==> src/logic/instr_decoder_regs.svh <==
`ifndef INSTR_DECODER_REGS_SVH
`define INSTR_DECODER_REGS_SVH

// instruction word and field layout
`define WORD_W            14
`define FILE_ADDR_LSB     0
`define FILE_ADDR_W       7
`define DEST_BIT          7
`define BIT_POS_LSB       7
`define BIT_POS_W         3
`define LIT8_W            8
`define LIT11_W           11
`define LIT9_W            9
`define PTR_OFS_BIT       6
`define PTR_INC_BIT       2
`define INC_MODE_W        2
`define CYCLES_W          2

// oscillator cycles per instruction cycle
`define PHASES_PER_CYCLE  4

// word executed after reset (no operation)
`define RESET_WORD        14'h0000

// major opcode patterns, compared against the top bits of the word
`define OP_DEC_SKIP       6'h0B
`define OP_INC_SKIP       6'h0F
`define OP_SKIP_CLR       4'h6
`define OP_SKIP_SET       4'h7
`define OP_SUB_CALL       3'h4
`define OP_JUMP           3'h5
`define OP_REL_BRANCH     5'h19
`define OP_RET_LIT        6'h34
`define OP_PTR_OFS        6'h3F
`define OP_PTR_INC        11'h002
`define OP_MISC_HI        7'h00

// full-word control codes
`define OP_RETURN         14'h0008
`define OP_RET_INT        14'h0009
`define OP_CALL_W         14'h000A
`define OP_BRANCH_W       14'h000B

// file addresses whose upper six bits are zero are the indirect data registers
`define INDIRECT_ADDR_HI  6'h00

`endif

==> src/logic/instr_decoder_pkg.sv <==
package instr_decoder_pkg;

    // instruction class
    typedef enum logic [1:0] {
        group_byte,
        group_bit,
        group_literal
    } group_t;

    // phase counter state of the sequencer
    typedef struct packed {
        logic [1:0] phase;      // oscillator cycle within the instruction cycle
        logic [1:0] remaining;  // instruction cycles left after the current one
        logic       first;      // current cycle is the first of its instruction
    } seq_state_t;

endpackage

==> src/logic/instr_field_splitter.sv <==
`timescale 1ns/10ps
`include "instr_decoder_regs.svh"

module instr_field_splitter (
    input  wire logic [`WORD_W-1:0]      word,           // instruction word
    input  wire logic [1:0]              ptr_in_prog,    // pointer n aims at program memory
    output instr_decoder_pkg::group_t    group,          // instruction class
    output logic [`FILE_ADDR_W-1:0]      file_addr,      // file register address
    output logic                         dest_to_file,   // result to file register
    output logic [`BIT_POS_W-1:0]        bit_pos,        // bit position
    output logic [`LIT8_W-1:0]           lit8,           // general literal
    output logic [`LIT11_W-1:0]          lit11,          // jump and call target
    output logic [`LIT9_W-1:0]           lit9,           // relative branch offset
    output logic                         ptr_num,        // pointer number
    output logic [`INC_MODE_W-1:0]       inc_mode,       // increment mode
    output logic                         names_file,     // word names a file register
    output logic                         is_call,        // call class
    output logic                         is_return,      // return class
    output logic                         is_branch,      // jump, branch or skip class
    output logic                         indirect_prog,  // indirect access to program memory
    output logic [`CYCLES_W-1:0]         cycles          // instruction cycles needed
);

    logic is_ptr_ofs;  // pointer offset form
    logic is_ptr_inc;  // pointer increment form
    logic is_misc;     // opcode-only control form
    logic is_indirect_data_register;     // file address is an indirect data register

    // byte ops in the upper literal block
    function automatic logic upper_byte_op(input logic [5:0] major);
        upper_byte_op = (major == 6'h35) || (major == 6'h36) || (major == 6'h37) ||
                        (major == 6'h3B) || (major == 6'h3D);
    endfunction

    // fields are sliced straight out of the one word, no extension word exists
    assign file_addr    = word[`FILE_ADDR_LSB +: `FILE_ADDR_W];          // [RL1] [RL9]
    assign dest_to_file = word[`DEST_BIT];                                // [RL16] [RL11]
    assign bit_pos      = word[`BIT_POS_LSB +: `BIT_POS_W];               // [RL17] [RL10]
    assign lit8         = word[`LIT8_W-1:0];                              // [RL18]
    assign lit11        = word[`LIT11_W-1:0];                             // [RL18]
    assign lit9         = word[`LIT9_W-1:0];                              // [RL19]
    assign inc_mode     = word[`INC_MODE_W-1:0];
    assign is_ptr_ofs   = (word[13:8] == `OP_PTR_OFS);
    assign is_ptr_inc   = (word[13:3] == `OP_PTR_INC);
    assign is_misc      = (word[13:7] == `OP_MISC_HI);
    assign is_indirect_data_register      = (file_addr[6:1] == `INDIRECT_ADDR_HI);
    assign ptr_num      = is_ptr_ofs ? word[`PTR_OFS_BIT] : word[`PTR_INC_BIT]; // [RL12]

    // classification; the unused low bits of clear-working still reach the indirect data register compare
    always_comb begin
        if (word[13:12] == 2'b00 && !is_misc) begin
            group = instr_decoder_pkg::group_byte;                        // [RL2] [RL13]
        end else if (word[13:12] == 2'b01) begin
            group = instr_decoder_pkg::group_bit;                         // [RL2]
        end else if (word[13:12] == 2'b11 && upper_byte_op(word[13:8])) begin
            group = instr_decoder_pkg::group_byte;                        // [RL2]
        end else begin
            group = instr_decoder_pkg::group_literal;                     // [RL2]
        end
    end

    assign names_file = (group != instr_decoder_pkg::group_literal);     // [RL14]
    assign is_call    = (word[13:11] == `OP_SUB_CALL) || (word == `OP_CALL_W);       // [RL4]
    assign is_return  = (word == `OP_RETURN) || (word == `OP_RET_INT) ||
                        (word[13:8] == `OP_RET_LIT);                                  // [RL5]
    assign is_branch  = (word[13:11] == `OP_JUMP) || (word[13:9] == `OP_REL_BRANCH) ||
                        (word == `OP_BRANCH_W) || (word[13:8] == `OP_DEC_SKIP) ||
                        (word[13:8] == `OP_INC_SKIP) || (word[13:10] == `OP_SKIP_CLR) ||
                        (word[13:10] == `OP_SKIP_SET);                                // [RL6]

    // indirect reference while the chosen pointer aims at program memory
    always_comb begin
        if (names_file && is_indirect_data_register) begin
            indirect_prog = ptr_in_prog[file_addr[0]];                    // [RL7]
        end else if (is_ptr_ofs || is_ptr_inc) begin
            indirect_prog = ptr_in_prog[ptr_num];                         // [RL7]
        end else begin
            indirect_prog = 1'b0;
        end
    end

    // one cycle, two for flow changes, one more for program memory access
    assign cycles = ((is_call || is_return || is_branch) ? 2'd2 : 2'd1) +
                    (indirect_prog ? 2'd1 : 2'd0);                        // [RL3] [RL7]

endmodule

==> src/logic/instr_phase_sequencer.sv <==
`timescale 1ns/10ps
`include "instr_decoder_regs.svh"

module instr_phase_sequencer (
    input  wire logic                   clk,           // oscillator clock
    input  wire logic                   rst,           // async reset, active high
    input  wire logic [`CYCLES_W-1:0]   cycles_needed, // count of the word being taken
    output logic      [1:0]             phase,         // current oscillator phase
    output logic                        first_cycle,   // in first instruction cycle
    output logic                        take_word      // last phase of last cycle
);

    instr_decoder_pkg::seq_state_t state;       // registered state
    instr_decoder_pkg::seq_state_t next_state;  // next state

    assign phase       = state.phase;
    assign first_cycle = state.first;

    // four phases make one instruction cycle; a new word is taken only at the end
    always_comb begin
        next_state = state;
        take_word  = (state.phase == 2'(`PHASES_PER_CYCLE - 1)) && (state.remaining == 2'd0);
        next_state.phase = state.phase + 2'd1;                                     // [RL8]
        if (take_word) begin
            next_state.remaining = cycles_needed - 2'd1;                           // [RL3]
            next_state.first     = 1'b1;
        end else if (state.phase == 2'(`PHASES_PER_CYCLE - 1)) begin
            // added cycle: the word fetched meanwhile is never taken
            next_state.remaining = state.remaining - 2'd1;                         // [RL21]
            next_state.first     = 1'b0;
        end
    end

    // state register
    always_ff @(posedge clk or posedge rst) begin
        if (rst) begin
            state <= '{phase: 2'd0, remaining: 2'd0, first: 1'b1};
        end else begin
            state <= next_state;
        end
    end

endmodule

==> src/logic/instruction_word_decoder.sv <==
// Functional notes
// RL1: one 14-bit word holds all operands
// RL2: classify byte, bit, or literal/control group
// RL3: single cycle except listed multi-cycle cases
// RL4: calls take two instruction cycles
// RL5: all returns take two instruction cycles
// RL6: jumps, branches and skips take two cycles
// RL7: indirect program-memory reference adds one cycle
// RL8: instruction cycle is four oscillator cycles
// RL9: file address spans 0x00 to 0x7F
// RL10: bit field picks one of eight bits
// RL11: destination bit zero working, one file
// RL12: pointer number selects pointer zero or one
// RL13: don't-care encoding bits are ignored; the clear-working low bits still feed the indirect data register compare
// RL14: file register instructions do read-modify-write
// RL15: file register read even when only written
// RL16: destination bit sits above address field
// RL17: three-bit bit position above address field
// RL18: eleven-bit target, eight-bit general literal
// RL19: nine-bit relative branch offset
// RL20: cycle count and controls ready before phase zero
// RL21: added cycle discards fetch, no writes
`timescale 1ns/10ps
`include "instr_decoder_regs.svh"

module instruction_word_decoder (
    input  wire logic                    clk,            // oscillator clock, 250 MHz
    input  wire logic                    rst,            // async reset, active high
    input  wire logic [`WORD_W-1:0]      instr_word,     // word from program memory
    input  wire logic [1:0]              ptr_in_prog,    // pointer n aims at program memory
    output logic      [1:0]              phase,          // oscillator phase 0..3
    output logic                         cycle_start,    // first phase of an instr cycle
    output logic                         fetch_request,  // fetch the next word this cycle
    output logic                         discard_fetch,  // added cycle, fetched word dropped
    output logic [`WORD_W-1:0]           exec_word,      // word now executing
    output instr_decoder_pkg::group_t    exec_group,     // its class
    output logic [`FILE_ADDR_W-1:0]      exec_file_addr, // file register address
    output logic                         exec_dest_file, // result to file register
    output logic [`BIT_POS_W-1:0]        exec_bit_pos,   // bit position
    output logic [`LIT8_W-1:0]           exec_lit8,      // general literal
    output logic [`LIT11_W-1:0]          exec_lit11,     // jump and call target
    output logic [`LIT9_W-1:0]           exec_lit9,      // relative branch offset
    output logic                         exec_ptr_num,   // pointer number
    output logic [`INC_MODE_W-1:0]       exec_inc_mode,  // increment mode
    output logic                         exec_is_call,   // call class
    output logic                         exec_is_return, // return class
    output logic                         exec_is_branch, // jump, branch or skip class
    output logic                         exec_ind_prog,  // indirect access to program memory
    output logic [`CYCLES_W-1:0]         exec_cycles,    // instruction cycles of this word
    output logic                         file_read,      // read strobe, phase 1
    output logic                         file_write,     // file write strobe, phase 3
    output logic                         working_write   // working write strobe, phase 3
);

    // everything that the top holds, registered as one word
    typedef struct packed {
        logic                         cycle_start;
        logic                         fetch_request;
        logic                         discard_fetch;
        logic [`WORD_W-1:0]           word;
        instr_decoder_pkg::group_t    group;
        logic [`FILE_ADDR_W-1:0]      file_addr;
        logic                         dest_file;
        logic [`BIT_POS_W-1:0]        bit_pos;
        logic [`LIT8_W-1:0]           lit8;
        logic [`LIT11_W-1:0]          lit11;
        logic [`LIT9_W-1:0]           lit9;
        logic                         ptr_num;
        logic [`INC_MODE_W-1:0]       inc_mode;
        logic                         names_file;
        logic                         is_call;
        logic                         is_return;
        logic                         is_branch;
        logic                         ind_prog;
        logic [`CYCLES_W-1:0]         cycles;
        logic                         file_read;
        logic                         file_write;
        logic                         working_write;
    } top_state_t;

    top_state_t state;       // registered state
    top_state_t next_state;  // next state

    // decoder outputs for the incoming word
    instr_decoder_pkg::group_t    dec_group;      // class
    logic [`FILE_ADDR_W-1:0]      dec_file_addr;  // file address
    logic                         dec_dest_file;  // destination bit
    logic [`BIT_POS_W-1:0]        dec_bit_pos;    // bit position
    logic [`LIT8_W-1:0]           dec_lit8;       // general literal
    logic [`LIT11_W-1:0]          dec_lit11;      // jump target
    logic [`LIT9_W-1:0]           dec_lit9;       // branch offset
    logic                         dec_ptr_num;    // pointer number
    logic [`INC_MODE_W-1:0]       dec_inc_mode;   // increment mode
    logic                         dec_names_file; // names a file register
    logic                         dec_is_call;    // call class
    logic                         dec_is_return;  // return class
    logic                         dec_is_branch;  // flow change class
    logic                         dec_ind_prog;   // program memory indirect
    logic [`CYCLES_W-1:0]         dec_cycles;     // cycle count

    // sequencer outputs
    logic [1:0]                   seq_phase;      // current phase
    logic                         seq_first;      // first instruction cycle
    logic                         seq_take;       // word taken this edge

    // the word is decoded in the same phase it is taken, no extra pipeline stage
    instr_field_splitter u_split (
        .word          (instr_word),
        .ptr_in_prog   (ptr_in_prog),
        .group         (dec_group),
        .file_addr     (dec_file_addr),
        .dest_to_file  (dec_dest_file),
        .bit_pos       (dec_bit_pos),
        .lit8          (dec_lit8),
        .lit11         (dec_lit11),
        .lit9          (dec_lit9),
        .ptr_num       (dec_ptr_num),
        .inc_mode      (dec_inc_mode),
        .names_file    (dec_names_file),
        .is_call       (dec_is_call),
        .is_return     (dec_is_return),
        .is_branch     (dec_is_branch),
        .indirect_prog (dec_ind_prog),
        .cycles        (dec_cycles)
    );

    // four-phase counter and multi-cycle stretch
    instr_phase_sequencer u_seq (
        .clk           (clk),
        .rst           (rst),
        .cycles_needed (dec_cycles),
        .phase         (seq_phase),
        .first_cycle   (seq_first),
        .take_word     (seq_take)
    );

    // true when the executing word writes its result to the file register
    function automatic logic writes_file(input top_state_t s);
        // bit ops set or clear in place; bit skips only test, so they never write
        if (s.group == instr_decoder_pkg::group_bit) begin
            writes_file = !s.is_branch;
        end else begin
            writes_file = (s.group == instr_decoder_pkg::group_byte) && s.dest_file;
        end
    endfunction

    // next state: latch decoded word on take, then pace the strobes by phase
    always_comb begin
        next_state = state;
        // a new instruction cycle begins on the edge after phase 3
        next_state.cycle_start   = (seq_phase == 2'(`PHASES_PER_CYCLE - 1));   // [RL8]
        next_state.fetch_request = (seq_phase == 2'(`PHASES_PER_CYCLE - 1));
        if (seq_take) begin
            // the bundle is loaded on the same edge that phase 0 starts
            next_state.word          = instr_word;                             // [RL20]
            next_state.group         = dec_group;                              // [RL2]
            next_state.file_addr     = dec_file_addr;                          // [RL9]
            next_state.dest_file     = dec_dest_file;                          // [RL11]
            next_state.bit_pos       = dec_bit_pos;                            // [RL10]
            next_state.lit8          = dec_lit8;                               // [RL18]
            next_state.lit11         = dec_lit11;                              // [RL18]
            next_state.lit9          = dec_lit9;                               // [RL19]
            next_state.ptr_num       = dec_ptr_num;                            // [RL12]
            next_state.inc_mode      = dec_inc_mode;
            next_state.names_file    = dec_names_file;                         // [RL14]
            next_state.is_call       = dec_is_call;                            // [RL4]
            next_state.is_return     = dec_is_return;                          // [RL5]
            next_state.is_branch     = dec_is_branch;                          // [RL6]
            next_state.ind_prog      = dec_ind_prog;                           // [RL7]
            next_state.cycles        = dec_cycles;                             // [RL20] [RL3]
            next_state.discard_fetch = 1'b0;
        end else if (seq_phase == 2'(`PHASES_PER_CYCLE - 1)) begin
            // entering an added cycle: the word fetched meanwhile is dropped
            next_state.discard_fetch = 1'b1;                                   // [RL21]
        end
        // read in phase 1 of the first cycle for every file instruction,
        // even plain stores, so read side effects of the register still happen
        next_state.file_read = seq_first && (seq_phase == 2'd0) &&
                               !seq_take && state.names_file;                  // [RL14] [RL15]
        // writes fall in phase 3 of the first cycle only; added cycles stay quiet
        next_state.file_write    = seq_first && (seq_phase == 2'd2) &&
                                   writes_file(state);                         // [RL14] [RL21]
        next_state.working_write = seq_first && (seq_phase == 2'd2) &&
                                   (state.group == instr_decoder_pkg::group_byte) &&
                                   !state.dest_file;                           // [RL11] [RL21]
    end

    // state register; reset executes a no-operation word
    always_ff @(posedge clk or posedge rst) begin
        if (rst) begin
            state <= '{cycle_start: 1'b0, fetch_request: 1'b0, discard_fetch: 1'b0,
                       word: `RESET_WORD, group: instr_decoder_pkg::group_literal,
                       file_addr: '0, dest_file: 1'b0, bit_pos: '0, lit8: '0,
                       lit11: '0, lit9: '0, ptr_num: 1'b0, inc_mode: '0,
                       names_file: 1'b0, is_call: 1'b0, is_return: 1'b0,
                       is_branch: 1'b0, ind_prog: 1'b0, cycles: 2'd1,
                       file_read: 1'b0, file_write: 1'b0, working_write: 1'b0};
        end else begin
            state <= next_state;
        end
    end

    // outputs straight from the registers
    assign phase          = seq_phase;
    assign cycle_start    = state.cycle_start;
    assign fetch_request  = state.fetch_request;
    assign discard_fetch  = state.discard_fetch;
    assign exec_word      = state.word;
    assign exec_group     = state.group;
    assign exec_file_addr = state.file_addr;
    assign exec_dest_file = state.dest_file;
    assign exec_bit_pos   = state.bit_pos;
    assign exec_lit8      = state.lit8;
    assign exec_lit11     = state.lit11;
    assign exec_lit9      = state.lit9;
    assign exec_ptr_num   = state.ptr_num;
    assign exec_inc_mode  = state.inc_mode;
    assign exec_is_call   = state.is_call;
    assign exec_is_return = state.is_return;
    assign exec_is_branch = state.is_branch;
    assign exec_ind_prog  = state.ind_prog;
    assign exec_cycles    = state.cycles;
    assign file_read      = state.file_read;
    assign file_write     = state.file_write;
    assign working_write  = state.working_write;

endmodule

==> config.mk <==
export PLATFORM = sky130hd
export DESIGN_NAME = instruction_word_decoder
export DESIGN_NICKNAME = d
export VERILOG_FILES = /design/src/logic/instr_decoder_pkg.sv /design/src/logic/instr_field_splitter.sv /design/src/logic/instr_phase_sequencer.sv /design/src/logic/instruction_word_decoder.sv
export VERILOG_INCLUDE_DIRS = /design/src /design/src/logic
export SDC_FILE = /design/constraint.sdc
export NUM_CORES = 1
export LEC_CHECK = 0
export BUFFER_PORTS_ARGS = -buffer_cell sky130_fd_sc_hd__buf_2
export CELL_PAD_IN_SITES_DETAIL_PLACEMENT = 0
export CELL_PAD_IN_SITES_GLOBAL_PLACEMENT = 1
export CORE_ASPECT_RATIO = 1.75
export CORE_MARGIN = 2
export CORE_UTILIZATION = 35
export CTS_BUF_LIST = sky130_fd_sc_hd__clkbuf_4
export DETAILED_ROUTE_END_ITERATION = 10
export PLACE_DENSITY_LB_ADDON = 0.1
export REMOVE_ABC_BUFFERS = 1
export SLEW_MARGIN = 15
export SYNTH_ARGS = -nofsm -noshare
export SYNTH_HDL_FRONTEND = slang
export SYNTH_SLANG_ARGS = --single-unit
==> constraint.sdc <==
create_clock -name clk -period 1.86 [get_ports clk]
set_clock_uncertainty 0.05 [all_clocks]
set_input_delay 0.279 -clock clk [delete_from_list [all_inputs] [get_ports clk]]
set_output_delay 0.279 -clock clk [all_outputs]
set_load 0.05 [all_outputs]
==> results of run 1 <==
per-layer routing:
metal | GRT usage, % | wire (um) | up-vias
li1 | - | - | 781
met1 | 16.07 | 1711 | 746
met2 | 25.74 | 2481 | 68
met3 | 3.436 | 268 | 6
met4 | 5.015 | 76 | 0
met5 | 0 | 0 | -
per-stage QoR:
| stage | hold slack [ns] | cell area [um^2] | TNS (ns) |
|---|---|---|---|
| 2_1_floorplan | 0.3288 | 1549 | -24.20 |
| 3_3_place_gp | 0.3542 | 2300 | -1.256 |
| 3_5_place_dp | 0.3591 | 2300 | -1.285 |
| 4_1_cts | 0.1281 | 2364 | 0 |
| 5_1_grt | 0.1316 | 2404 | 0 |
| 6_report | 0.1406 | 2404 | 0 |
cell usage after synthesis, types with 3 or more instances:
library cell	count	area, um^2
o21ai_0	11	55.05
dfrtp_1	31	775.7
nand2_1	42	157.7
nand3_1	3	15.01
nor3_1	3	15.01
a21oi_1	4	20.02
nand3b_1	3	22.52
inv_1	8	30.03
buf_2	4	20.02
buf_4	61	457.9
dfstp_2	3	78.83
nand2b_1	3	18.77
ha_1	4	50.05
nor2_1	12	45.04
final timing paths:
check,from,to,slack [ns],depth (start not counted)
setup / recovery,instr_word[10],u_seq.state[2],0.07,8
hold / removal,instr_word[7],exec_word[7],0.14,3
setup reg to reg,u_seq.phase[1],u_seq.state[2],0.23,4
hold reg to reg,exec_ptr_num,exec_ptr_num,0.42,2
max in group asynchronous,rst,exec_group[1],0.90,4
min in group asynchronous,rst,discard_fetch,0.52,4
registers in the layout (all words and copies together) (netlist names):
register,count
u_seq.phase,2
exec_cycles,2
state,1
u_seq.first_cycle,1
working_write,1
fetch_request,1
discard_fetch,1
exec_is_branch,1
exec_ind_prog,1
u_seq.state,2
file_read,1
file_write,1
exec_ptr_num,1
exec_is_return,1
exec_word,14
exec_is_call,1
exec_group,2
timing repair:
action	in CTS	in global routing
setup endpoints to repair	1	1
hold buffers	1	0
buffers inserted	0	0
resized for setup	1	5
pin swaps	0	4
endpoints found under the hold margin	31	0
cell usage in the layout (no fill, tap or decap), drive strengths merged, types with 2 or more instances in the layout:
cell,count
o21ai,11
dfstp,3
nand2b,3
ha,4
a21oi,4
mux2,3
buf,115
nor4,2
nand3b,3
nand2,42
nand3,3
clkbuf,6
nor3b,2
nor2,12
inv,8
dfrtp,31
nor3,3
and2,2
nand4,2
clkinv,2
mux2i,2
layout make-up:
| cell class | count | area (um^2) | share of cell area (%) |
|---|---|---|---|
| Tap cell | 78 | 97.59 | 4.060 |
| Multi-Input combinational cell | 114 | 704.4 | 29.31 |
| Sequential cell | 34 | 854.6 | 35.55 |
| Inverter | 8 | 30.03 | 1.249 |
| Timing Repair Buffer | 116 | 663.1 | 27.59 |
| Clock inverter | 2 | 8.758 | 0.3644 |
| Clock buffer | 6 | 45.04 | 1.874 |
cell families after synthesis:
| logic type | share of synthesized area [%] |
|---|---|
| DFF | 41.55 |
| muxes | 2.798 |
| adders and majority gates | 2.433 |
| and+or+nand+nor | 18.19 |
| AOI/OAI and AO/OA | 8.456 |
| buffers and inverters | 26.16 |
| xor gates and xnor gates | 0.4259 |
worst min-delay path, delay by kind of cell:
family / cells / cell delay (ns)
buf+inv: 1 / 0.12
simple gates: 2 / 0.09
==> results.md, run 1 <==
- Outcome: finished, final reports clean
- Sequence of cells on the critical path: buf_2 -> nand3b_1 -> mux2i_1 -> a221o_1 -> nor3b_1 -> ha_4 -> xor2_2 -> o21ai_0
- CP Buf/Inv Count: 1
- Synth Register Bits: 34
- Worst slew pin tran: 0.5480 ns
- Tmin final: around 1.8 ns
- 1st-pass router iterations: 4
- Ys Warns: 0
- Starting Density: 35.55%
- WL per Instance: 12.68 um
- Share of cells above drive strength 1: 48.57%
- Antenna viol nets, final: 0
- Yosys cell types: 41
- Rel. slew slack: 63.47%
- Wirelength, routed: 4538 um
- Endpoints failing setup: 0
- Clk Latency, worst-skew pair: 0.33 ns
- GRT overflow: 0
- Clk root buf: clkbuf_4
- Crit path max-delay family: compound AO/OA/AOI/OAI gates
- Syn Area/Cell: 9.142 um^2
- Final HPWL from detailed placement: roughly 3500 um
- Die ar.: between 6000 and 7000 um^2
- Final Hold Viols: 0
- First-pass GRT wire length: 7010 um
- Period utilization: 95.97%
- Setup CP Type: in -> reg
- Vias per cell: 4.472
- Mapped cell area: around 2100 um^2
- DR DRC count: 0
- Core footprint: 5787 um^2
- Setup WS pre-CTS: -0.4111 ns
- Hold Path Class: in -> reg
- H-tree depth: 2
- Initial DRC Count: 33
- Critical Path Max Stage Delay: 0.37 ns
- Initial antenna violation count: 0
- Max-Cap Viols: 0
- Final core utilization: 41.54%
- Synth Flop Type: dfrtp_1
- Vias in the first global route: 1448
- Vias: 1601
- Die W: 61.95 um
- Worst Path Arrival: roughly 2.0 ns
- Syn Inst Count: 225
- Die H: between 100 and 150 um
- Area Growth Syn to Fin: 16.85%
- Worst setup EP type: flip-flop
- Filler Cells Inserted: a little over 600
- Async set or reset register ratio after synthesis: 100.0%
- Post-synth EDFFs: 0
- Clock Sinks: 34
- GRT Total Usage: 14.58%
- Cells after DPL: 349
- Post-synthesis sequential area ratio: 41.55%
- Routability cong.: 0.8058
- Slowest cell on crit path: a221o_1
- Diodes inserted: 0
- Fin cells: between 300 and 400
- Max FO, Critical Path: 8
- PortBufs: 89
- CP Launch Type: input port
- Std-Cell Rows: 37
- Largest net degree at the start of global routing: 35
- Nets@finish: between 300 and 400
- RSZ-0062 raised after global routing: no
- CTS Buffer Depth: 2
- TritonCTS clock tree: yes
- CTS Buf Count: 5
- Setup ws final: 0.07498 ns
- Max-slew violations: 0
- CP required: roughly 2.1 ns
- Clk pin slew, worst setup/hold paths: 0.10 ns
- Fmax: 0.5602 GHz
- # IOs: 90
Power of run 1 is left out: the tool's default activity adds up to more than one toggle a clock period on the data nets, which glitch-free logic cannot reach.
==> run 2, diff against run 1 <==
CORE_MARGIN = 10   (was 2)
PLACE_DENSITY = 0.9   (was unset)
PLACE_DENSITY_LB_ADDON = unset   (was 0.1)
SLEW_MARGIN = 40   (was 15)
==> results.md, run 2 (same netlist as run 1, synthesis figures left out) <==
- Top sig layer: met4
- Outcome: finished, final reports clean
- Commonest non-fill, non-tap cell in the layout: buf_2
- Die H: 121.4 um
- CP required: around 2.1 ns
- Initial antenna violation count: 0
- Wire length on met3: 424 um
- GRT overflow: 0
- Setup ws final: about 0.08 ns
- Diodes inserted: 0
- Setup CP Type: in -> reg
- Clk Latency, worst-skew pair: approximately 0.35 ns
- Reg2Reg Depth: 5
- Hold Path Class: in -> reg
- Share of cells above drive strength 1: 46.72%
- Most frequent cells in the layout: buf_2, nand2_1, dfrtp_1
- Die W: 77.95 um
- Wirelength, routed: 5036 um
- Final core utilization: 42.16%
- Hold path depth: 3
- R2R setup slack: 0.25 ns
- Metal-1 WL: 1721 um
- R2r startpoint: u_seq.phase[1]
- CTS Buffer Depth: 2
- 1st-pass router iterations: 4
- WL per Instance: 14.39 um
- Final HPWL from detailed placement: 4070 um
- Die ar.: between 9000 and 10000 um^2
- Worst slew pin tran: between 0.4 and 0.5 ns
- WHS Endpoint: exec_word[4]
- Fmax: 0.5618 GHz
- Final Hold Viols: 0
- Met2 routed WL: about 2800 um
- Vias in the first global route: 1700
- DR DRC count: 0
- Nets@finish: 295
- Std-Cell Rows: 36
- Vias: roughly 1.6k
- Worst hold start: instr_word[4]
- RSZ-0062 raised after global routing: no
- Max-slew violations: 0
- TritonCTS clock tree: yes
- Rel. slew slack: 70.96%
- Vias per cell: approximately 4.5
- # IOs: 90
- CP Launch Type: input port
- Core footprint: 5630 um^2
- H-tree depth: 2
- Clock Sinks: 34
- PortBufs: 89
- Antenna viol nets, final: 0
- Starting Density: 36.53%
- Filler Cells Inserted: between 500 and 600
- Worst setup EP type: flip-flop
- GRT Total Usage: 10.24%
- Max reg flops: 14
- Beginning of the critical path: instr_word[9]
- Initial DRC Count: 48
- Tmin final: 1.780 ns
- CTS Buf Count: 5
- Endpoints failing setup: 0
- Clk root buf: clkbuf_4
- R2r endpoint: exec_is_return
- Period utilization: 95.69%
- Routability cong.: 0.8436
- Worst Path Arrival: 2.00 ns
- Largest net degree at the start of global routing: 35
- Setup WS pre-CTS: -0.3097 ns
- Clk pin slew, worst setup/hold paths: 0.12 ns
- Max FO, Critical Path: 7
- Area Growth Syn to Fin: 15.39%
- Max-Cap Viols: 0
- First-pass GRT wire length: 7983 um
[run 2: changes by cell type in the layout (fill, tap and decap cells not counted), sizes merged]
cell	change
clkbuf	-1
buf	-6
clkinv	-1
bufinv	+2
[run 2: per-layer routing]
metal	vias to the layer above	GRT usage, %
met2	50	19.17
met1	734	9.618
li1	769	-
met4	0	3.491
met5	-	0
met3	8	4.377
[run 2: critical path, stage by stage]
cell	delay [ns]
buf_2	0.16
nor3_1	0.07
buf_4	0.14
and4_4	0.14
a221o_1	0.30
nor3b_1	0.27
ha_1	0.32
xor2_1	0.17
o21ai_0	0.15
[run 2: what timing repair did]
| item | in CTS | in global routing |
|---|---|---|
| gates resized for setup | 0 | 3 |
| setup buffers | 0 | 0 |
| endpoints found under the hold margin | 31 | 0 |
| setup endpoints to repair | 0 | 10 |
| hold buffers | 1 | 0 |
[run 2: worst max path at each step]
stage                     endpoint  slack [ns]  cells after the start
floorplan               file_write       -0.68                      2
finish              u_seq.state[2]        0.08                      9
global route        u_seq.state[2]       0.009                      9
detailed placement  u_seq.state[2]       -0.31                      9
CTS                 u_seq.state[2]        0.07                      9
global placement    u_seq.state[2]       -0.24                      9
[run 2: final cells by class]
type	instances	area, um^2	area share (%)
clock inverter	3	68.82	2.899
timing repair buffer	110	618.1	26.04
inverter	8	30.03	1.265
clock buffer	5	37.54	1.581
multi-input combinational	114	669.4	28.20
sequential	34	854.6	36.00
tap	76	95.09	4.006
[run 2: through the flow]
stage                     hold slack [ns]  area (um^2)  setup TNS, ns  instances
final                              0.1133         2374              0        350
after detailed placement           0.3548         2252        -0.7522        341
after floorplan                    0.3288         1549         -24.20        156
after global placement             0.3439         2252        -0.6053        341
after global routing               0.1345         2374              0        350
after CTS                          0.1079         2369              0        350
Power of run 2 is left out for the same reason.
